`config.mk`:
```
export PLATFORM = sky130hd
export DESIGN_NAME = fpf_frame_filter
export DESIGN_NICKNAME = d
export VERILOG_FILES = /design/src/fpf_pkg.sv /design/src/fpf_expr_eval.sv /design/src/fpf_frame_filter.sv /design/src/fpf_term_match.sv
export SDC_FILE = /design/constraint.sdc
export NUM_CORES = 2
export LEC_CHECK = 0
export BUFFER_PORTS_ARGS = -buffer_cell sky130_fd_sc_hd__buf_2
export CORE_UTILIZATION = 60
export CTS_BUF_LIST = sky130_fd_sc_hd__clkbuf_8 sky130_fd_sc_hd__clkbuf_16
export CTS_CLUSTER_DIAMETER = 80
export DETAILED_ROUTE_END_ITERATION = 7
export PLACE_DENSITY_LB_ADDON = 0.05
export SYNTH_ARGS = -nofsm -noshare
export SYNTH_HDL_FRONTEND = slang
export SYNTH_SLANG_ARGS = --single-unit
export TNS_END_PERCENT = 1
```
`constraint.sdc`:
```
create_clock -name clock -period 49.3 [get_ports clock]
set_input_delay 9.86 -clock clock [delete_from_list [all_inputs] [get_ports clock]]
set_output_delay 9.86 -clock clock [all_outputs]
set_load 0.02 [all_outputs]
```
`src/fpf_pkg.sv`:
```
// Constants, types and timing figures shared by the frame pattern filter.
// Assumes one 20 MHz clock; the filter expression arrives already compiled
// into a term table plus a postfix program from the management side.
// =====================================================================
// Overview of operation
// - term true when frame bytes equal value
// - offsets count from frame byte zero
// - comparison values held as hex nibbles
// - offset and pattern loaded as separate fields
// - OR true when any operand true
// - AND true only when all true
// - NOT term true when data differs
// - bracketed groups evaluated first via postfix
// - true expression discards the frame
// - NOT on whole expression inverts discard
// - only one NOT operator loadable
// - X nibble is a whole-nibble don't care
// - type field octets twelve and thirteen
// - transport byte sits at octet twenty-three
// - NOT allowed on group inside AND
// - quoted nibble gives per-bit don't cares
package fpf_pkg;

    // =================================================================
    // sizes
    localparam int NUM_TERMS   = 8;
    localparam int TERM_IDX_W  = 3;
    localparam int NIB_MAX     = 16;
    localparam int VAL_W       = 4 * NIB_MAX;
    localparam int OFF_W       = 11;
    localparam int LEN_W       = 5;
    localparam int PROG_LEN    = 16;
    localparam int PROG_IDX_W  = 4;
    localparam int STACK_DEPTH = 8;

    // =================================================================
    // well-known field positions
    localparam logic [OFF_W-1:0] PROTO_TYPE_OFFSET = 11'h00C;
    localparam logic [LEN_W-1:0] PROTO_TYPE_NIBS   = 5'h04;
    localparam logic [OFF_W-1:0] TRANSPORT_OFFSET  = 11'h017;
    localparam logic [7:0]       TRANSPORT_CONN    = 8'h06;

    // =================================================================
    // reset values and timing
    localparam logic [OFF_W-1:0] POS_MAX        = 11'h7FF;
    localparam logic [LEN_W-1:0] TERM_LEN_RST   = 5'h00;
    localparam logic [VAL_W-1:0] TERM_VAL_RST   = 64'h0;
    localparam int               CLOCK_HZ       = 20_000_000;
    localparam int               DECIDE_MAX_CYC = PROG_LEN + 3;

    typedef enum logic [2:0] {
        OP_TERM,
        OP_AND,
        OP_OR,
        OP_NOT,
        OP_END
    } fpf_op_t;

endpackage

```
`src/fpf_expr_eval.sv`:
```
// Postfix evaluator: one program step per clock over a one-bit stack.
// Assumes the program is well formed and closed by an end step.
module fpf_expr_eval
    import fpf_pkg::*;
(
    input  wire logic                           clock,
    input  wire logic                           rst,
    input  wire logic                           start,
    input  wire logic [fpf_pkg::NUM_TERMS-1:0]  termVec,
    input  fpf_pkg::fpf_op_t                    progOp [fpf_pkg::PROG_LEN],
    input  wire logic [fpf_pkg::TERM_IDX_W-1:0] progArg [fpf_pkg::PROG_LEN],
    output logic                                busy,
    output logic                                resultValid,
    output logic                                result
);

    logic [STACK_DEPTH-1:0] stackReg;
    logic [PROG_IDX_W-1:0]  pcReg;
    logic                   runReg;
    fpf_op_t                curOp;
    logic                   atEnd;

    assign curOp = progOp[pcReg];
    assign atEnd = (curOp == OP_END) || (pcReg == PROG_IDX_W'(PROG_LEN - 1));
    assign busy  = runReg;

    // =================================================================
    // sequencing
    always_ff @(posedge clock or posedge rst)
    begin
        if (rst)
        begin
            runReg      <= 1'b0;
            pcReg       <= '0;
            resultValid <= 1'b0;
            result      <= 1'b0;
        end
        else
        begin
            resultValid <= 1'b0;
            if (start)
            begin
                runReg <= 1'b1;
                pcReg  <= '0;
            end
            else if (runReg)
            begin
                if (atEnd)
                begin
                    runReg      <= 1'b0;
                    resultValid <= 1'b1;
                    result      <= stackReg[0];
                end
                else
                begin
                    pcReg <= PROG_IDX_W'(pcReg + 1);
                end
            end
        end
    end

    // =================================================================
    // stack; groups are already flattened into postfix order
    always_ff @(posedge clock or posedge rst)
    begin
        if (rst)
        begin
            stackReg <= '0;
        end
        else if (start)
        begin
            stackReg <= '0;
        end
        else if (runReg && !atEnd)
        begin
            case (curOp)
                OP_TERM: stackReg <= {stackReg[STACK_DEPTH-2:0], termVec[progArg[pcReg]]};
                OP_AND:  stackReg <= {1'b0, stackReg[STACK_DEPTH-1:2],
                                      stackReg[0] & stackReg[1]};
                OP_OR:   stackReg <= {1'b0, stackReg[STACK_DEPTH-1:2],
                                      stackReg[0] | stackReg[1]};
                OP_NOT:  stackReg <= {stackReg[STACK_DEPTH-1:1], ~stackReg[0]};
                default: stackReg <= stackReg;
            endcase
        end
    end

endmodule

```
`src/fpf_frame_filter.sv`:
```
// Frame pattern filter top: holds the loaded expression, walks received frames
// and gives a discard or forward verdict after each frame's last byte.
// Assumes the receive path holds the next frame while rxReady is low and does
// not forward a frame before its verdict is out.
module fpf_frame_filter
    import fpf_pkg::*;
(
    input  wire logic                           clock,
    input  wire logic                           rst,
    input  wire logic                           filterEnable,
    input  wire logic                           cfgTermWr,
    input  wire logic [fpf_pkg::TERM_IDX_W-1:0] cfgTermIdx,
    input  wire logic [fpf_pkg::OFF_W-1:0]      cfgTermOffset,
    input  wire logic [fpf_pkg::LEN_W-1:0]      cfgTermLen,
    input  wire logic [fpf_pkg::VAL_W-1:0]      cfgTermValue,
    input  wire logic [fpf_pkg::VAL_W-1:0]      cfgTermCare,
    input  wire logic                           cfgProgWr,
    input  wire logic [fpf_pkg::PROG_IDX_W-1:0] cfgProgIdx,
    input  fpf_pkg::fpf_op_t                    cfgProgOp,
    input  wire logic [fpf_pkg::TERM_IDX_W-1:0] cfgProgArg,
    output logic                                cfgRefused,
    input  wire logic                           rxValid,
    output logic                                rxReady,
    input  wire logic                           rxFirst,
    input  wire logic                           rxLast,
    input  wire logic [7:0]                     rxData,
    output logic                                decisionValid,
    output logic                                decisionDiscard
);

    typedef enum logic [1:0] {
        ST_IDLE,
        ST_RECV,
        ST_EVAL
    } fpf_state_t;

    fpf_state_t             stateReg;
    fpf_state_t             stateNext;
    logic [OFF_W-1:0]       termOffsetReg [NUM_TERMS];
    logic [LEN_W-1:0]       termLenReg    [NUM_TERMS];
    logic [VAL_W-1:0]       termValueReg  [NUM_TERMS];
    logic [VAL_W-1:0]       termCareReg   [NUM_TERMS];
    fpf_op_t                progOpReg     [PROG_LEN];
    logic [TERM_IDX_W-1:0]  progArgReg    [PROG_LEN];
    logic [OFF_W-1:0]       posReg;
    logic [OFF_W-1:0]       curPos;
    logic [NUM_TERMS-1:0]   termVec;
    logic                   accept;
    logic                   frameStart;
    logic                   frameEnd;
    logic                   evalStartReg;
    logic                   evalBusy;
    logic                   evalDone;
    logic                   evalResult;
    logic [PROG_IDX_W:0]    notCount;
    logic                   refuseNow;

    // counts NOT steps in the loaded program
    function automatic logic [PROG_IDX_W:0] countNots(input fpf_op_t ops [PROG_LEN]);
        logic [PROG_IDX_W:0] n;
        n = '0;
        for (int k = 0; k < PROG_LEN; k++)
        begin
            if (ops[k] == OP_NOT)
            begin
                n = (PROG_IDX_W+1)'(n + 1);
            end
        end
        return n;
    endfunction

    // =================================================================
    // expression storage
    assign notCount  = countNots(progOpReg);
    assign refuseNow = cfgProgWr && (cfgProgOp == OP_NOT) && (notCount != '0) &&
                       (progOpReg[cfgProgIdx] != OP_NOT);

    always_ff @(posedge clock or posedge rst)
    begin
        if (rst)
        begin
            for (int k = 0; k < NUM_TERMS; k++)
            begin
                termOffsetReg[k] <= '0;
                termLenReg[k]    <= TERM_LEN_RST;
                termValueReg[k]  <= TERM_VAL_RST;
                termCareReg[k]   <= TERM_VAL_RST;
            end
        end
        else if (cfgTermWr)
        begin
            // offset and pattern arrive already split at the separator
            termOffsetReg[cfgTermIdx] <= cfgTermOffset;
            termLenReg[cfgTermIdx]    <= cfgTermLen;
            termValueReg[cfgTermIdx]  <= cfgTermValue;
            termCareReg[cfgTermIdx]   <= cfgTermCare;
        end
    end

    always_ff @(posedge clock or posedge rst)
    begin
        if (rst)
        begin
            for (int k = 0; k < PROG_LEN; k++)
            begin
                progOpReg[k]  <= OP_END;
                progArgReg[k] <= '0;
            end
        end
        else if (cfgProgWr && !refuseNow)
        begin
            progOpReg[cfgProgIdx]  <= cfgProgOp;
            progArgReg[cfgProgIdx] <= cfgProgArg;
        end
    end

    always_ff @(posedge clock or posedge rst)
    begin
        if (rst)
        begin
            cfgRefused <= 1'b0;
        end
        else
        begin
            cfgRefused <= refuseNow;
        end
    end

    // =================================================================
    // frame walk
    assign rxReady    = (stateReg != ST_EVAL);
    assign accept     = rxValid && rxReady && (stateReg == ST_RECV || rxFirst);
    assign frameStart = accept && (stateReg == ST_IDLE || rxFirst);
    assign frameEnd   = accept && rxLast;
    assign curPos     = frameStart ? '0 : posReg;

    always_comb
    begin
        stateNext = stateReg;
        case (stateReg)
            ST_IDLE: if (frameStart) stateNext = rxLast ? ST_EVAL : ST_RECV;
            ST_RECV: if (frameEnd) stateNext = ST_EVAL;
            ST_EVAL: if (evalDone) stateNext = ST_IDLE;
            default: stateNext = ST_IDLE;
        endcase
    end

    always_ff @(posedge clock or posedge rst)
    begin
        if (rst)
        begin
            stateReg <= ST_IDLE;
        end
        else
        begin
            stateReg <= stateNext;
        end
    end

    always_ff @(posedge clock or posedge rst)
    begin
        if (rst)
        begin
            posReg <= '0;
        end
        else if (accept)
        begin
            posReg <= (curPos == POS_MAX) ? POS_MAX : OFF_W'(curPos + 1);
        end
    end

    always_ff @(posedge clock or posedge rst)
    begin
        if (rst)
        begin
            evalStartReg <= 1'b0;
        end
        else
        begin
            evalStartReg <= frameEnd;
        end
    end

    // =================================================================
    // term matchers and evaluator
    for (genvar g = 0; g < NUM_TERMS; g++)
    begin : gTerm
        fpf_term_match uTerm (
            .clock      (clock),
            .rst        (rst),
            .frameStart (frameStart),
            .byteValid  (accept),
            .bytePos    (curPos),
            .byteData   (rxData),
            .termOffset (termOffsetReg[g]),
            .termLen    (termLenReg[g]),
            .termValue  (termValueReg[g]),
            .termCare   (termCareReg[g]),
            .termTrue   (termVec[g])
        );
    end

    fpf_expr_eval uEval (
        .clock       (clock),
        .rst         (rst),
        .start       (evalStartReg),
        .termVec     (termVec),
        .progOp      (progOpReg),
        .progArg     (progArgReg),
        .busy        (evalBusy),
        .resultValid (evalDone),
        .result      (evalResult)
    );

    // =================================================================
    // verdict
    always_ff @(posedge clock or posedge rst)
    begin
        if (rst)
        begin
            decisionValid   <= 1'b0;
            decisionDiscard <= 1'b0;
        end
        else
        begin
            decisionValid   <= evalDone;
            decisionDiscard <= evalDone && filterEnable && evalResult;
        end
    end
endmodule

```
`src/fpf_term_match.sv`:
```
// One filter term: compares the nibbles of its window as frame bytes stream by.
// Assumes bytePos counts from zero at the first byte, marked by frameStart.
module fpf_term_match
    import fpf_pkg::*;
(
    input  wire logic                      clock,
    input  wire logic                      rst,
    input  wire logic                      frameStart,
    input  wire logic                      byteValid,
    input  wire logic [fpf_pkg::OFF_W-1:0] bytePos,
    input  wire logic [7:0]                byteData,
    input  wire logic [fpf_pkg::OFF_W-1:0] termOffset,
    input  wire logic [fpf_pkg::LEN_W-1:0] termLen,
    input  wire logic [fpf_pkg::VAL_W-1:0] termValue,
    input  wire logic [fpf_pkg::VAL_W-1:0] termCare,
    output logic                           termTrue
);

    logic [OFF_W-1:0] rel;
    logic [OFF_W:0]   hiIdx;
    logic [OFF_W:0]   loIdx;
    logic [OFF_W:0]   lenExt;
    logic             inWin;
    logic             loUsed;
    logic             lastByte;
    logic             byteOk;
    logic             matchReg;
    logic             doneReg;

    // masked nibble compare; care bit low means don't care
    function automatic logic nibOk(input logic [3:0] d, input logic [VAL_W-1:0] v,
                                   input logic [VAL_W-1:0] c, input logic [3:0] i);
        logic [3:0] vv;
        logic [3:0] cc;
        vv = v[(VAL_W-1) - 4*i -: 4];
        cc = c[(VAL_W-1) - 4*i -: 4];
        return ((d ^ vv) & cc) == 4'h0;
    endfunction

    // =================================================================
    // window position
    assign rel      = bytePos - termOffset;
    assign hiIdx    = {rel, 1'b0};
    assign loIdx    = (OFF_W+1)'(hiIdx + 1);
    assign lenExt   = (OFF_W+1)'(termLen);
    assign inWin    = (bytePos >= termOffset) && (hiIdx < lenExt);
    assign loUsed   = loIdx < lenExt;
    assign lastByte = (OFF_W+1)'(hiIdx + 2) >= lenExt;
    assign byteOk   = nibOk(byteData[7:4], termValue, termCare, hiIdx[3:0]) &&
                      (!loUsed || nibOk(byteData[3:0], termValue, termCare,
                                        loIdx[3:0]));

    // =================================================================
    // running match state
    always_ff @(posedge clock or posedge rst)
    begin
        if (rst)
        begin
            matchReg <= 1'b0;
            doneReg  <= 1'b0;
        end
        else if (byteValid)
        begin
            matchReg <= (frameStart | matchReg) & (!inWin | byteOk);
            doneReg  <= (!frameStart & doneReg) | (inWin & lastByte);
        end
    end

    // a window not fully received stays false
    assign termTrue = matchReg & doneReg;

endmodule

```
==> key figures <==
Detailed routing
  • Antenna-violating nets left: 0
  • Post-route DRC: 0
  • DR iter-0 viols: 3485
  • WL/cell: approximately 29 um
  • Vias per std cell: approximately 6.5
  • Total number of vias: 42280
  • Initial DRT Pass Iterations: 6
  • Final wirelength: between 150000 and 200000 um

Layout
  • Share of cells above drive strength 1: 37.71%
  • Area Overhead vs Synth: 11.02%
  • Cell Count, Final, Fillers Out: around 6500
  • Final net count: 5356
  • FILL cells: 7749
  • Final core occ: roughly 68%

Yosys
  • Ys Warns: 0
  • Syn nets: roughly 5200
  • Synthesized area per cell: around 13 um^2
  • Async SR Flop Fraction: 100.0%
  • Post-synthesis cell count: just under 5000
  • Unique cell type count in the Yosys netlist: 77
  • Top cells by count, synth: dfrtp_1 (1280), mux2_2 (1106), mux4_2 (275)
  • Synthesized area: ~0.065 mm^2
  • #FFs+latches synth: between 1000 and 1500
  • Most frequent cell after synthesis: dfrtp_1
  • Post-synth top area share: between 40% and 50%
  • Register area share after synthesis: roughly 50%
  • Area leader, netlist: dfrtp_1
  • Post-synth EDFFs: 0
  • Synth Flop Type: dfrtp_1
  • Area contributors post-synth: dfrtp_1 (49%), mux2_2 (19%), mux4_2 (9.5%), ha_1 (3.5%), xor2_1 (2.3%)

STA
  • Setup ws final: 34680 ps
  • Final Skew: about 27 ps
  • Final worst path period need: ~15000 ps
  • Crit share post-route: just under 30%
  • Worst-margin pin slew: between 1500 and 2000 ps
  • Slew Viols, Final: 3
  • Setup TNS: 0 ps
  • Endpoints failing setup: 0
  • Fmax: about 70 MHz
  • RSZ-0062 raised after global routing: no
  • Slew Limit Headroom: -2.918%
  • Final Hold Fails: 0

Clock tree
  • CTS Buf Count: around 140
  • CTS tree: done
  • Clk_lat worst skew: around 750 ps
  • CTS HTree Levels: 4
  • Postcts setup bufs: 0
  • Clock Tree Root: clkbuf_16
  • Clock Sinks: 1296
  • Clock Tree Buf Depth: 3
  • Hold Buf Count CTS: 0
  • Cts repair resizes: 0
  • CTS clk-pin slew, worst paths: about 60 ps

Global routing
  • Vias in the first global route: ~42000
  • Initial antenna violation count: between 50 and 60
  • First-pass GRT wire length: about 280000 um
  • Largest net degree at the start of global routing: about 170
  • GRT overflow: 0
  • Gr usage total: a little over a third

Floorplanning
  • Row cnt: between 100 and 150
  • Starting Density: between 60% and 70%
  • Core area: around 0.11 mm^2
  • Die Y: 332.4 um
  • Die Footprint: approximately 0.11 mm^2
  • Ports: between 150 and 200
  • Die Width: roughly 330 um

Setup path
  • CP Max Fanout: 18
  • Setup Crit Path Kind: input port to flip-flop
  • Worst Setup Start Kind: input port
  • CP arrival: 15230 ps
  • Kind of end point of the critical path: flip-flop
  • Req. time, crit path: 49910 ps

Pwr
  • Power Dens Cells: between 60 and 70 mW/mm^2
  • LEAKAGE: 31.67 nW
  • Peak VDD IR: about 0.046 mV
  • Power Total: between 0.004 and 0.005 W

Hold path
  • HP Class: flip-flop to flip-flop

Placement
  • Post-Place Setup Slack: 34170 ps
  • Dpl cells: between 6000 and 7000
  • DP Wirelength: between 100000 and 150000 um
  • I/O Buffers: about 180
  • GP Congestion: 0.8990

Flow run
  • Max_cap viols: 1

Run status
  • Failing checks: capacitance limit, slew limit
  • Outcome: finished, violations left
[power by group]
group / internal (W) / switching [W]
clock network: 0.000619 / 0.000441
registers: 0.00130 / 0.000136
logic: 0.000899 / 0.00118
[cell usage in the layout, fill, tap and decap left out, types with 38 or more instances in the layout]
cell | netlist | final
a21oi_1 | 94 | 94
a22oi_1 | 60 | 60
buf_2 | 9 | 177
buf_4 | 1 | 50
clkbuf_16 | 0 | 145
clkbuf_8 | 0 | 38
dfrtp_1 | 1280 | 1279
ha_1 | 185 | 177
inv_1 | 202 | 230
mux2_2 | 1106 | 1106
mux4_2 | 275 | 275
nand2_1 | 198 | 198
nand3_1 | 51 | 51
nor2_1 | 114 | 114
nor2b_1 | 47 | 47
o21ai_0 | 179 | 179
o2bb2ai_1 | 96 | 96
xnor2_1 | 72 | 72
xor2_1 | 170 | 169
[path summary, 6_finish.rpt]
check	startpoint	end	slack, ps	depth (start not counted)
worst max-delay path	rxValid	gTerm[0].uTerm.matchReg$_DFFE_PP0P_	34680	20
worst min-delay path	uEval.resultValid$_DFF_PP0_	decisionValid$_DFF_PP0_	420	0
worst max register to register	progOpReg[47]$_DFFE_PP1P_	progArgReg[17]$_DFFE_PP0P_	37420	50
worst min register to register	uEval.resultValid$_DFF_PP0_	decisionValid$_DFF_PP0_	420	0
max in group asynchronous	rst	termLenReg[34]$_DFFE_PP0P_	36340	6
min in group asynchronous	rst	termValueReg[212]$_DFFE_PP0P_	9270	2
[state kept, by name, summed over array words and instances (netlist names), 2 cells and up]
register	flops
uEval.pcReg	4
termOffsetReg	88
posReg	11
gTerm.uTerm.doneReg	8
stateReg	2
termCareReg	512
uEval.stackReg	8
termLenReg	40
termValueReg	512
gTerm.uTerm.matchReg	8
progOpReg	48
progArgReg	48
[per-stage QoR]
step	instance area, um^2	hold WS (ps)
detailed placement	67920	415.1
finish	72690	419.6
global placement	67910	406.4
global route	72660	450.8
floorplan	65480	367.1
CTS	72620	427.1
[metal layers]
layer / vias to the layer above / routed length, um / track usage [%]
li1: 18140 / - / -
met1: 22290 / 81230 / 49.97
met2: 1454 / 87190 / 53.01
met3: 366 / 13510 / 6.851
met4: 32 / 6508 / 13.39
met5: - / 182 / 0
[cell type report]
cell class | instances | area [um^2] | share of cell area [%]
repair buffers | 238 | 1465 | 2.016
diodes | 29 | 72.57 | 0.09983
multi-input cells | 3109 | 31470 | 43.29
inverters | 204 | 773.2 | 1.064
clock inverters | 67 | 551.8 | 0.7591
clock buffers | 183 | 4151 | 5.711
well taps | 1403 | 1755 | 2.415
flip-flops and latches | 1296 | 32450 | 44.64
[worst max-delay path, cell delays in order]
cell and delay (ps):
buf_2 140, nand3_1 80, buf_4 310, and2_1 460, buf_4 340, ha_1 290, nor2b_1 130, o21ai_0 200
a21oi_1 110, o21ai_0 220, a21boi_0 150, o21ai_0 170, nand2b_1 110, a21o_1 180, a21o_1 190, xor2_1 150
or2_2 310, nor4_1 1150, a32o_1 530, a21oi_1 110
[cell families (layout without fill, tap and decap cells)]
| kind of cell | after synthesis | count (layout) | synth area share (%) |
|---|---|---|---|
| mux | 1416 | 1416 | 29.02 |
| flops | 1296 | 1296 | 49.56 |
| compound gates | 633 | 633 | 6.606 |
| simple gates | 608 | 608 | 4.678 |
| buf+inv | 459 | 692 | 2.654 |
| xor+xnor | 258 | 258 | 3.692 |
| fa+ha+maj | 194 | 194 | 3.795 |
| other cells | 0 | 29 | 0 |
(Power assumes the default switching activity.)
